## src/common/ioc_pkg.sv

```systemverilog
// Constants shared by the indicator output controller.
package ioc_pkg;

	// Timebase.
	localparam int unsigned CLK_HZ = 20_000_000;
	localparam int unsigned TICK_US = 1000;
	localparam int unsigned TICK_CYC = CLK_HZ / 1_000_000 * TICK_US;

	// Register indices and byte addresses.
	localparam logic [7:0] SRC_SEL_IDX = 8'h16;
	localparam logic [7:0] TIMING_IDX = 8'h18;
	localparam logic [7:0] STATUS_IDX = 8'h1F;
	localparam logic [7:0] SRC_SEL_ADDR = 8'(SRC_SEL_IDX * 4);
	localparam logic [7:0] TIMING_ADDR = 8'(TIMING_IDX * 4);
	localparam logic [7:0] STATUS_ADDR = 8'(STATUS_IDX * 4);

	// Reset values and write masks.
	localparam logic [15:0] SRC_SEL_RST = 16'h4A44;
	localparam logic [15:0] TIMING_RST = 16'h4205;
	localparam logic [15:0] TIMING_WR_MASK = 16'h7FFF;

	// Field layout.
	localparam int SRC_W = 4;
	localparam int SPD_W = 3;
	localparam int STRETCH_LSB = 12;
	localparam int BLINK_LSB = 9;
	localparam int STAT_EV_LSB = 3;

	// Source selector codes.
	typedef enum logic [3:0] {
		SRC_COL = 4'h0, SRC_ERR = 4'h1, SRC_DUP = 4'h2, SRC_DUP_COL = 4'h3,
		SRC_SPEED = 4'h4, SRC_LINK = 4'h5, SRC_TX = 4'h6, SRC_RX = 4'h7,
		SRC_ACTIVITY = 4'h8, SRC_LINK_RX = 4'h9, SRC_LINK_ACTIVITY = 4'hA,
		SRC_BL_ACTIVITY = 4'hB,
		SRC_BL_TX = 4'hC, SRC_BL_RX = 4'hD, SRC_BL_COL_INT = 4'hE, SRC_OFF = 4'hF
	} ioc_src_e;

	// Link type codes.
	localparam logic [2:0] SPD_10T = 3'h0;
	localparam logic [2:0] SPD_100X = 3'h5;

	// Stretch and blink timing in milliseconds.
	localparam int unsigned STRETCH_BASE_MS = 21;
	localparam int unsigned BLINK_HALF_MS = 21;
	localparam logic [2:0] BLINK_MAX_SEL = 3'h4;

	// Stretched event indices.
	localparam int EV_COL = 0;
	localparam int EV_ERR = 1;
	localparam int EV_TX = 2;
	localparam int EV_RX = 3;
	localparam int NUM_EV = 4;
	localparam int NUM_IND = 3;

endpackage

```

## src/ioc_indicator_ctrl.sv

```systemverilog
// Indicator output controller: source selection, stretch, blink and APB registers.
//
// Functional notes
// RULE_01 - Each output's 4-bit selector codes 0 to 7 show collision, error, duplex, duplex-or-collision, speed, link, transmit and receive.
// RULE_02 - Codes 8, 9 and A show activity, link with receive and link with activity, and output 0 does not offer codes 8 and 9.
// RULE_03 - Codes B, C and D blink the output on activity, transmit and receive instead of a steady level.
// RULE_04 - Code E blinks output 0 on collision and shows the interrupt indication on output 2.
// RULE_05 - Code F holds the output at logic one, its inactive level.
// RULE_06 - Hardware reset loads selector 2 with A, selectors 0 and 1 with 4, and the top reserved nibble with 4.
// RULE_07 - A global 3-bit stretch length extends each event from none up to 1.3 to 2.7 s and resets to 4.
// RULE_08 - A global 3-bit blink rate selects a period from 42 ms to 670 ms, codes 5 to 7 are reserved, and it resets to 1.
// RULE_09 - Link type select 0 makes an output active for a 10BASE-T link.
// RULE_10 - Link type select 5 means 100BASE-X, others are reserved, and output 0 resets to 5 while the rest reset to 0.
// RULE_11 - Software reset leaves every selector, stretch, blink and link type field unchanged.
// RULE_12 - Stretch and blink times run on a prescaled clock and start fresh on a new event after idle.
//
// The APB register port is this design's own decision.
`timescale 1ns/1ps

module ioc_indicator_ctrl #(
	parameter int unsigned TICK_CYC = ioc_pkg::TICK_CYC
) (
	// Clock and reset.
	input wire logic ref_clk,
	input wire logic rst,
	// APB slave.
	input wire logic psel,
	input wire logic penable,
	input wire logic pwrite,
	input wire logic [7:0] paddr,
	input wire logic [31:0] pwdata,
	output logic [31:0] prdata,
	output logic pready,
	output logic pslverr,
	// Link status from the transceiver core.
	input wire logic collision,
	input wire logic rxError,
	input wire logic txActive,
	input wire logic rxActive,
	input wire logic fullDuplex,
	input wire logic speed100,
	input wire logic linkUp,
	input wire logic intPending,
	input wire logic swReset,
	// Indicator pins, low when lit.
	output logic [2:0] indicatorN
);

	localparam logic [14:0] TICK_LAST = 15'(TICK_CYC - 1);

	logic [15:0] srcSel_q;
	logic [15:0] timing_q;
	logic [31:0] prdata_q;
	logic [2:0] indicatorN_q;
	logic [ioc_pkg::NUM_EV-1:0] evIn;
	logic [ioc_pkg::NUM_EV-1:0] evS;
	logic [ioc_pkg::NUM_IND-1:0] blinkOn;
	logic [ioc_pkg::NUM_IND-1:0] litNow;
	logic [11:0] stretchLen;
	logic [11:0] halfMs;
	logic wrEn;
	logic setup;
	logic unmapped;

	// Length of a stretch in ticks; zero disables stretching.
	function automatic logic [11:0] stretchMs(input logic [2:0] sel);
		if (sel == 3'h0) begin
			return 12'h000;
		end
		return 12'(ioc_pkg::STRETCH_BASE_MS << (sel - 3'h1));
	endfunction

	// Half blink period in ticks; reserved rates fall back to the slowest.
	function automatic logic [11:0] blinkHalf(input logic [2:0] sel);
		logic [2:0] s;
		s = (sel > ioc_pkg::BLINK_MAX_SEL) ? ioc_pkg::BLINK_MAX_SEL : sel;
		return 12'(ioc_pkg::BLINK_HALF_MS << s);
	endfunction

	// Returns {blink, level}; blink set means the output follows the blink phase.
	function automatic logic [1:0] pickSource(input int idx, input logic [3:0] code,
		input logic [2:0] spd, input logic [ioc_pkg::NUM_EV-1:0] ev);
		logic activity;
		logic spdOk;
		activity = ev[ioc_pkg::EV_TX] | ev[ioc_pkg::EV_RX];
		spdOk = linkUp & (((spd == ioc_pkg::SPD_10T) & ~speed100) // see RULE_09
			| ((spd == ioc_pkg::SPD_100X) & speed100)); // see RULE_10
		case (code)
			ioc_pkg::SRC_COL: return {1'b0, ev[ioc_pkg::EV_COL]}; // see RULE_01
			ioc_pkg::SRC_ERR: return {1'b0, ev[ioc_pkg::EV_ERR]};
			ioc_pkg::SRC_DUP: return {1'b0, fullDuplex};
			ioc_pkg::SRC_DUP_COL: return {ev[ioc_pkg::EV_COL], fullDuplex};
			ioc_pkg::SRC_SPEED: return {1'b0, spdOk};
			ioc_pkg::SRC_LINK: return {1'b0, linkUp};
			ioc_pkg::SRC_TX: return {1'b0, ev[ioc_pkg::EV_TX]};
			ioc_pkg::SRC_RX: return {1'b0, ev[ioc_pkg::EV_RX]};
			ioc_pkg::SRC_ACTIVITY: return {1'b0, (idx != 0) & activity}; // see RULE_02
			ioc_pkg::SRC_LINK_RX: return {(idx != 0) & ev[ioc_pkg::EV_RX], (idx != 0) & linkUp};
			ioc_pkg::SRC_LINK_ACTIVITY: return {activity, linkUp};
			ioc_pkg::SRC_BL_ACTIVITY: return {activity, 1'b0}; // see RULE_03
			ioc_pkg::SRC_BL_TX: return {ev[ioc_pkg::EV_TX], 1'b0};
			ioc_pkg::SRC_BL_RX: return {ev[ioc_pkg::EV_RX], 1'b0};
			ioc_pkg::SRC_BL_COL_INT: begin // see RULE_04
				if (idx == 0) begin
					return {ev[ioc_pkg::EV_COL], 1'b0};
				end
				return {1'b0, (idx == 2) & intPending};
			end
			ioc_pkg::SRC_OFF: return 2'b00; // see RULE_05
			default: return 2'b00;
		endcase
	endfunction

	assign evIn = {rxActive, txActive, rxError, collision};
	assign stretchLen = stretchMs(timing_q[ioc_pkg::STRETCH_LSB +: 3]);
	assign halfMs = blinkHalf(timing_q[ioc_pkg::BLINK_LSB +: 3]);

	// APB decode; the slave never inserts wait states.
	assign setup = psel & ~penable;
	assign wrEn = psel & penable & pwrite;
	assign unmapped = (paddr != ioc_pkg::SRC_SEL_ADDR) & (paddr != ioc_pkg::TIMING_ADDR)
		& (paddr != ioc_pkg::STATUS_ADDR);
	assign pready = 1'b1;
	assign pslverr = psel & penable & unmapped;
	assign prdata = prdata_q;
	assign indicatorN = indicatorN_q;

	// Configuration registers ignore swReset so settings survive a soft reset.
	always_ff @(posedge ref_clk or posedge rst) begin
		if (rst) begin
			srcSel_q <= ioc_pkg::SRC_SEL_RST; // see RULE_06
		end else if (wrEn && paddr == ioc_pkg::SRC_SEL_ADDR) begin
			srcSel_q <= pwdata[15:0]; // see RULE_11
		end
	end

	always_ff @(posedge ref_clk or posedge rst) begin
		if (rst) begin
			timing_q <= ioc_pkg::TIMING_RST; // see RULE_07, RULE_08, RULE_10
		end else if (wrEn && paddr == ioc_pkg::TIMING_ADDR) begin
			timing_q <= pwdata[15:0] & ioc_pkg::TIMING_WR_MASK; // see RULE_11
		end
	end

	// Read data is captured in the setup phase so the access phase can finish at once.
	always_ff @(posedge ref_clk or posedge rst) begin
		if (rst) begin
			prdata_q <= 32'h0000_0000;
		end else if (setup) begin
			case (paddr)
				ioc_pkg::SRC_SEL_ADDR: prdata_q <= {16'h0000, srcSel_q};
				ioc_pkg::TIMING_ADDR: prdata_q <= {16'h0000, timing_q};
				ioc_pkg::STATUS_ADDR: prdata_q <= {25'h0000000, evS, litNow};
				default: prdata_q <= 32'h0000_0000;
			endcase
		end
	end

	// Event stretchers, one per raw event.
	for (genvar e = 0; e < ioc_pkg::NUM_EV; e++) begin : g_str
		logic [11:0] cnt_q;
		logic [14:0] pre_q;

		assign evS[e] = evIn[e] | (cnt_q != 12'h000);

		always_ff @(posedge ref_clk or posedge rst) begin
			if (rst) begin
				cnt_q <= 12'h000;
				pre_q <= 15'h0000;
			end else if (swReset) begin
				cnt_q <= 12'h000;
				pre_q <= 15'h0000;
			end else if (evIn[e]) begin
				cnt_q <= stretchLen; // see RULE_07
				if (cnt_q == 12'h000) begin
					pre_q <= 15'h0000; // see RULE_12
				end
			end else if (cnt_q != 12'h000) begin
				if (pre_q == TICK_LAST) begin
					pre_q <= 15'h0000;
					cnt_q <= cnt_q - 12'h001;
				end else begin
					pre_q <= pre_q + 15'h0001;
				end
			end
		end

	end

	// Per-output source mux, blink generator and pin register.
	for (genvar i = 0; i < ioc_pkg::NUM_IND; i++) begin : g_ind
		logic [1:0] pick;
		logic [3:0] code;
		logic [2:0] spd;
		logic phase_q;
		logic [14:0] bPre_q;
		logic [11:0] bMs_q;

		assign code = srcSel_q[i * ioc_pkg::SRC_W +: ioc_pkg::SRC_W];
		assign spd = timing_q[i * ioc_pkg::SPD_W +: ioc_pkg::SPD_W];
		// A process rather than an assign, so status inputs read inside the function wake it too.
		always_comb pick = pickSource(i, code, spd, evS);
		assign blinkOn[i] = pick[1];
		assign litNow[i] = pick[1] ? phase_q : pick[0];

		// The blink restarts lit whenever its source returns from idle.
		always_ff @(posedge ref_clk or posedge rst) begin
			if (rst) begin
				phase_q <= 1'b1;
				bPre_q <= 15'h0000;
				bMs_q <= 12'h000;
			end else if (!blinkOn[i]) begin
				phase_q <= 1'b1; // see RULE_12
				bPre_q <= 15'h0000;
				bMs_q <= 12'h000;
			end else if (bPre_q == TICK_LAST) begin
				bPre_q <= 15'h0000;
				if (bMs_q >= halfMs - 12'h001) begin
					bMs_q <= 12'h000;
					phase_q <= ~phase_q; // see RULE_08
				end else begin
					bMs_q <= bMs_q + 12'h001;
				end
			end else begin
				bPre_q <= bPre_q + 15'h0001;
			end
		end

		always_ff @(posedge ref_clk or posedge rst) begin
			if (rst) begin
				indicatorN_q[i] <= 1'b1;
			end else begin
				indicatorN_q[i] <= ~litNow[i]; // see RULE_05
			end
		end

	end
endmodule

```

## config.mk

```make
export PLATFORM = sky130hd
export DESIGN_NAME = ioc_indicator_ctrl
export DESIGN_NICKNAME = d
export VERILOG_FILES = /design/src/common/ioc_pkg.sv /design/src/ioc_indicator_ctrl.sv
export SDC_FILE = /design/constraint.sdc
export NUM_CORES = 1
export LEC_CHECK = 0
export BUFFER_PORTS_ARGS = -buffer_cell sky130_fd_sc_hd__buf_2
export CAP_MARGIN = 20
export CELL_PAD_IN_SITES_DETAIL_PLACEMENT = 0
export CELL_PAD_IN_SITES_GLOBAL_PLACEMENT = 1
export CORE_MARGIN = 2
export CORE_UTILIZATION = 30
export CTS_CLUSTER_DIAMETER = 120
export CTS_CLUSTER_SIZE = 16
export DETAILED_ROUTE_END_ITERATION = 6
export PLACE_DENSITY_LB_ADDON = 0.1
export SLEW_MARGIN = 5
export SYNTH_ARGS = -nofsm -noshare
export SYNTH_HDL_FRONTEND = slang
export SYNTH_SLANG_ARGS = --single-unit
```

## constraint.sdc

```tcl
create_clock -name ref_clk -period 10.7 [get_ports ref_clk]
set_clock_uncertainty 0.2 [all_clocks]
set_input_delay 1.605 -clock ref_clk [delete_from_list [all_inputs] [get_ports ref_clk]]
set_output_delay 1.605 -clock ref_clk [all_outputs]
set_load 0.01 [all_outputs]
```

Yosys cells after proc, flatten, opt, wreduce, memory -nomap -nowiden
Cells that the tools add are included.
- flip-flop bits (word level): 258
- bits of input ports: 54
- output and inout port bits: 37
- logic and storage cells: 258
- add/subtract/negate cells: 16
- order comparisons: 4
- equal/unequal tests: 71
- shift-type cells: 2
- mux-type cells: 73
- bitwise logic cells: 31
- reduce and logical (&&, ||, !) cells: 38
- operators by type and width (operator ; number):
    $mux 15 ; 26
    $mux 12 ; 27
    $add 15x1->15 const B ; 7
    $eq 15x15->1 const B ; 7
    $eq 4x4->1 const B ; 24
    $sub 12x1->12 const B ; 5
    $eq 4x3->1 const B ; 12
    $logic_not 12->1 ; 4
    $pmux 16 s3 ; 1
    $reduce_bool 12->1 ; 4
    $add 12x1->12 const B ; 3
    $ge 12x12->1 ; 3
    $pmux 2 s16 ; 1
    $pmux 2 s15 ; 1
    $pmux 2 s14 ; 1
    $eq 4x2->1 const B ; 6
    $eq 8x7->1 const B ; 3
    $ne 8x7->1 const B ; 3
    $reduce_bool 3->1 ; 8
    $shl 5x3->12 const A ; 2
    $reduce_and 2->1 ; 11
    $and 1x1->1 ; 15
    $mux 1 ; 14
    $eq 4x1->1 const B ; 3
    other kinds (14) ; 44

Logic depth before layout (Yosys ltp)
- depth after elaboration: 8
- depth in mapped cells: 12
- mapped depth without buffers: 11

Worst setup path before layout
Ideal clock, no wire load.
- kind: input to output
- start: input port paddr[1]
- end: output port pslverr
- arrival: 3205 ps
- data required time: 8895 ps
- slack: 5690 ps
- cell stages on the path: 4
- cell sequence: or4b_1 nor4_2 clkbuf_1 nor4_1
- cells in the longest elaborated chain, start to end: 4
- elaborated cells between the ends (all ways): 6
- those cells by class: eq/ne: 3; bitwise: 3
- ends and longest elaborated chain (element ; line ; RTL):
    from (decl) ; ioc_indicator_ctrl.sv:30 ; input wire logic [7:0] paddr,
    $ne 8x7->1 ; ioc_indicator_ctrl.sv:121 ; assign unmapped = (paddr != ioc_pkg::SRC_SEL_ADDR) & (paddr != ioc_pkg::TIMING_ADDR)
    $and 1x1->1 ; ioc_indicator_ctrl.sv:121 ;
    $and 1x1->1 (*) ; ioc_indicator_ctrl.sv:122 ; & (paddr != ioc_pkg::STATUS_ADDR);
    $and 1x1->1 (*) ; ioc_indicator_ctrl.sv:124 ; assign pslverr = psel & penable & unmapped;
    to (decl) ; ioc_indicator_ctrl.sv:34 ; output logic pslverr,
Every way passes the cells marked *; elsewhere a longest branch is shown, timed or not.

Worst setup path in the final report
Same ends and word-level chain as after synthesis.

==> qor.csv <==
metric,value,unit
vias,11499,
grt_pass1_vias,11375,
synthCells,1592,
critPathMaxStageDelay,0.62,ns
synthToLayoutAreaGrowth,10.2,%
synth-compound-area-share,16.6,%
rsz0062_at_grt,false,
ant_nets,0,
tns,0,ns
power.switching,0.00105,W
cts_hold_buffers,0,
min_period,4.97,ns
cts_tree,built,
yosys-mux-area-fraction,2.38,%
finalSetupViolCount,0,
dpl.hpwl,26.7,mm
htreeDepth,1,
fillers,4841,
p_leak,6.70,nW
core,46400,um^2
cp_cell_sequence,"buf_2, or4b_1, nor4_4, buf_4, nor4_1, buf_2",
chipWidth,220,um
cp_num_buf_inv,3,
grt_pass1_wl,63.8,mm
cp.required,8.90,ns
die_y,220,um
insertion_delay,0.52,ns
internal-power,0.00174,W
timing.final.crit_share,46.5,%
ys_seq_area_share,43.4,%
synthArstFlopShare,100,%
grt-ovfl-total,0,
worstSetupEndpointType,primary output,
crit_fanout,19,
clock_power_share,25.0,%
cts_inserted_buffers,19,
criticalPathCategory,in -> out,
mostFrequentLayoutCell,nor2_1,
power_density,181,nW/um^2
drc,0,
drt_first_pass_iters,5,
irDropWorstVdd,0.000111,V
cts.sinks,242,
synthDistinctLibCells,83,
grt_max_degree,123,
worstMarginPinSlew,1.03,ns
status,finished clean,
post_drt_wl_per_cell,17.3,um
mostFrequentLayoutCells,"nor2_1 (232), dfrtp_1 (227), o21ai_0 (144), nand2_1 (127), a21oi_1 (89)",
grt_usage,16.5,%
synthesis.area,14000,um^2
nNetsFinal,1724,
power_frac_seq,43.9,%
place_inst,2210,
clk_pin_slew,0.07,ns
synthAdderAreaFrac,4.02,%
hold_class,reg -> reg,
postCtsResizedCells,0,
first_iter_violations,656,
post_route_cells_drive_above_1_share,10.1,%
synth_area_leaders,"dfrtp_1 (41%), nor2_1 (6.2%), o21ai_0 (5.1%)",
stdcell_count,2245,
synthSimpleGateAreaFrac,24.6,%
yosysTopAreaCellShare,40.6,%
routabilityCongestion,0.754,
wl,38.9,mm
vias_per_cell,5.12,
p_comb_share,31.1,%
die_area,48400,um^2
synth_area_per_cell,8.80,um^2
crit_top_cell,buf_2,
clockRootBuffer,clkbuf_16,
synth-edff-count,0,
p_total,0.00279,W
cts.path.max_buffers,3,
antenna_found_initial,4,
ys.warnings.count,0,
crit_slowest_cell,or4b_1,
io_pins,91,
row_count,79,
port_buffers,57,
synth_ff_type,dfrtp_1,
synth-xor-area-share,5.00,%
start_util,30.2,%
hold_viol_final,0,
cap_violations,0,
ys_seq_elements,242,
post_cts_buffers,0,
p_sw_share,37.7,%
final-seq-area,6070,um^2
fmax,201,MHz
yosysTopAreaCell,dfrtp_1,
multi_input_area,7460,um^2
synth_top_family_by_area,simple AND/OR/NAND/NOR gates,
crit_arrival,3.17,ns
finalMaxSlewViolations,0,
crit_family,simple AND/OR/NAND/NOR gates,
start_kind,input port,
max_slew_margin,31.5,%
sequential cells by signal, summed over array words and instances, names as in the netlist:
name and flops:
g_str.pre_q 60, srcSel_q 16, indicatorN 3, g_ind.bMs_q 36
g_ind.bPre_q 45, g_str.cnt_q 48, g_ind.phase_q 3, timing_q 15
prdata 16
final timing paths:
path	startpoint	end	slack, ns	depth (start not counted)
min reg2reg	prdata[15]	prdata[15]	0.27	2
max in group asynchronous	rst	prdata[3]	7.62	3
max	paddr[1]	pslverr	5.73	6
max reg2reg	g_str[2].cnt_q[0]	g_ind[2].bMs_q[7]	6.86	9
min	prdata[15]	prdata[15]	0.27	2
min in group asynchronous	rst	g_ind[2].bPre_q[10]	1.06	2
cells in the mapped netlist, drive strengths merged, types with 4 or more instances:
cell type / n
nor3b: 10
a22o: 10
a221o: 4
and3: 45
mux2i: 4
ha: 45
nand3: 62
dfstp: 15
nor4: 23
clkbuf: 52
nor2: 233
o22ai: 5
or4b: 5
dfrtp: 227
mux2: 26
a31oi: 8
a22oi: 6
or3: 22
and4: 5
o21bai: 6
a21boi: 4
and2: 5
o21ai: 145
buf: 31
nand3b: 10
nor2b: 15
nand2b: 15
xnor2: 44
a21o: 10
inv: 45
nand4: 31
or4: 7
o31ai: 11
nor4b: 9
a211oi: 17
or2: 10
nor3: 49
a211o: 4
nand2: 127
a221oi: 13
a21oi: 90
a41oi: 8
xor2: 36
worst register-to-register path, cell delays in order, from the launching register on:
cell and delay, ns:
dfrtp_1 0.44, inv_1 0.08, ha_1 0.17, nor3b_2 0.47, nand4_1 0.60, o21bai_1 0.40
a211oi_1 0.20, nor2_2 0.53, nor2_1 0.25, a221o_1 0.39
through the flow:
| stage | instance area, um^2 | hold slack [ns] | setup slack [ns] | utilization [%] |
|---|---|---|---|---|
| 2_1_floorplan | 14100 | 0.242 | 2.28 | - |
| 3_3_place_gp | 14900 | 0.252 | 5.73 | 32.1 |
| 3_5_place_dp | 14900 | 0.258 | 5.73 | 32.1 |
| 4_1_cts | 15400 | 0.280 | 5.73 | 33.3 |
| 5_1_grt | 15400 | 0.311 | 5.64 | 33.3 |
| 6_report | 15400 | 0.275 | 5.73 | 33.3 |
kinds of logic (layout without fill, tap and decap cells):
family,count (synthesis),in the layout
AOI/OAI and AO/OA,374,374
xor gates and xnor gates,80,80
adders and majority gates,45,45
buffers and inverters,129,155
DFF,242,242
muxes,30,30
other,2,22
and+or+nand+nor,690,690
power by group through the flow:
stage               Sequential [W]  Clock (W)  Combinational (W)
finish                     0.00123   0.000698           0.000867
global route               0.00126   0.000776            0.00100
CTS                        0.00123   0.000742           0.000879
detailed placement         0.00124          0           0.000874
global placement           0.00124          0           0.000867
floorplan                  0.00120          0           0.000673
layer usage:
layer	wire length [um]	vias to the layer above	share of wire, %	GRT usage [%]
met3	1080	56	2.8	2.36
met5	25	-	0.064	0
met2	18000	115	46	27.1
li1	-	5749	-	-
met4	851	6	2.2	3.74
met1	18900	5573	49	22.8
cell type report:
| cell class | instances | share of cell area, % |
|---|---|---|
| Tap cell | 607 | 4.92 |
| Timing Repair Buffer | 76 | 2.77 |
| Antenna cell | 1 | 0.0162 |
| Sequential cell | 242 | 39.3 |
| Multi-Input combinational cell | 1240 | 48.3 |
| Inverter | 46 | 1.17 |
| Clock buffer | 32 | 3.40 |
| Clock inverter | 1 | 0.105 |
(Power assumes the default switching activity.)
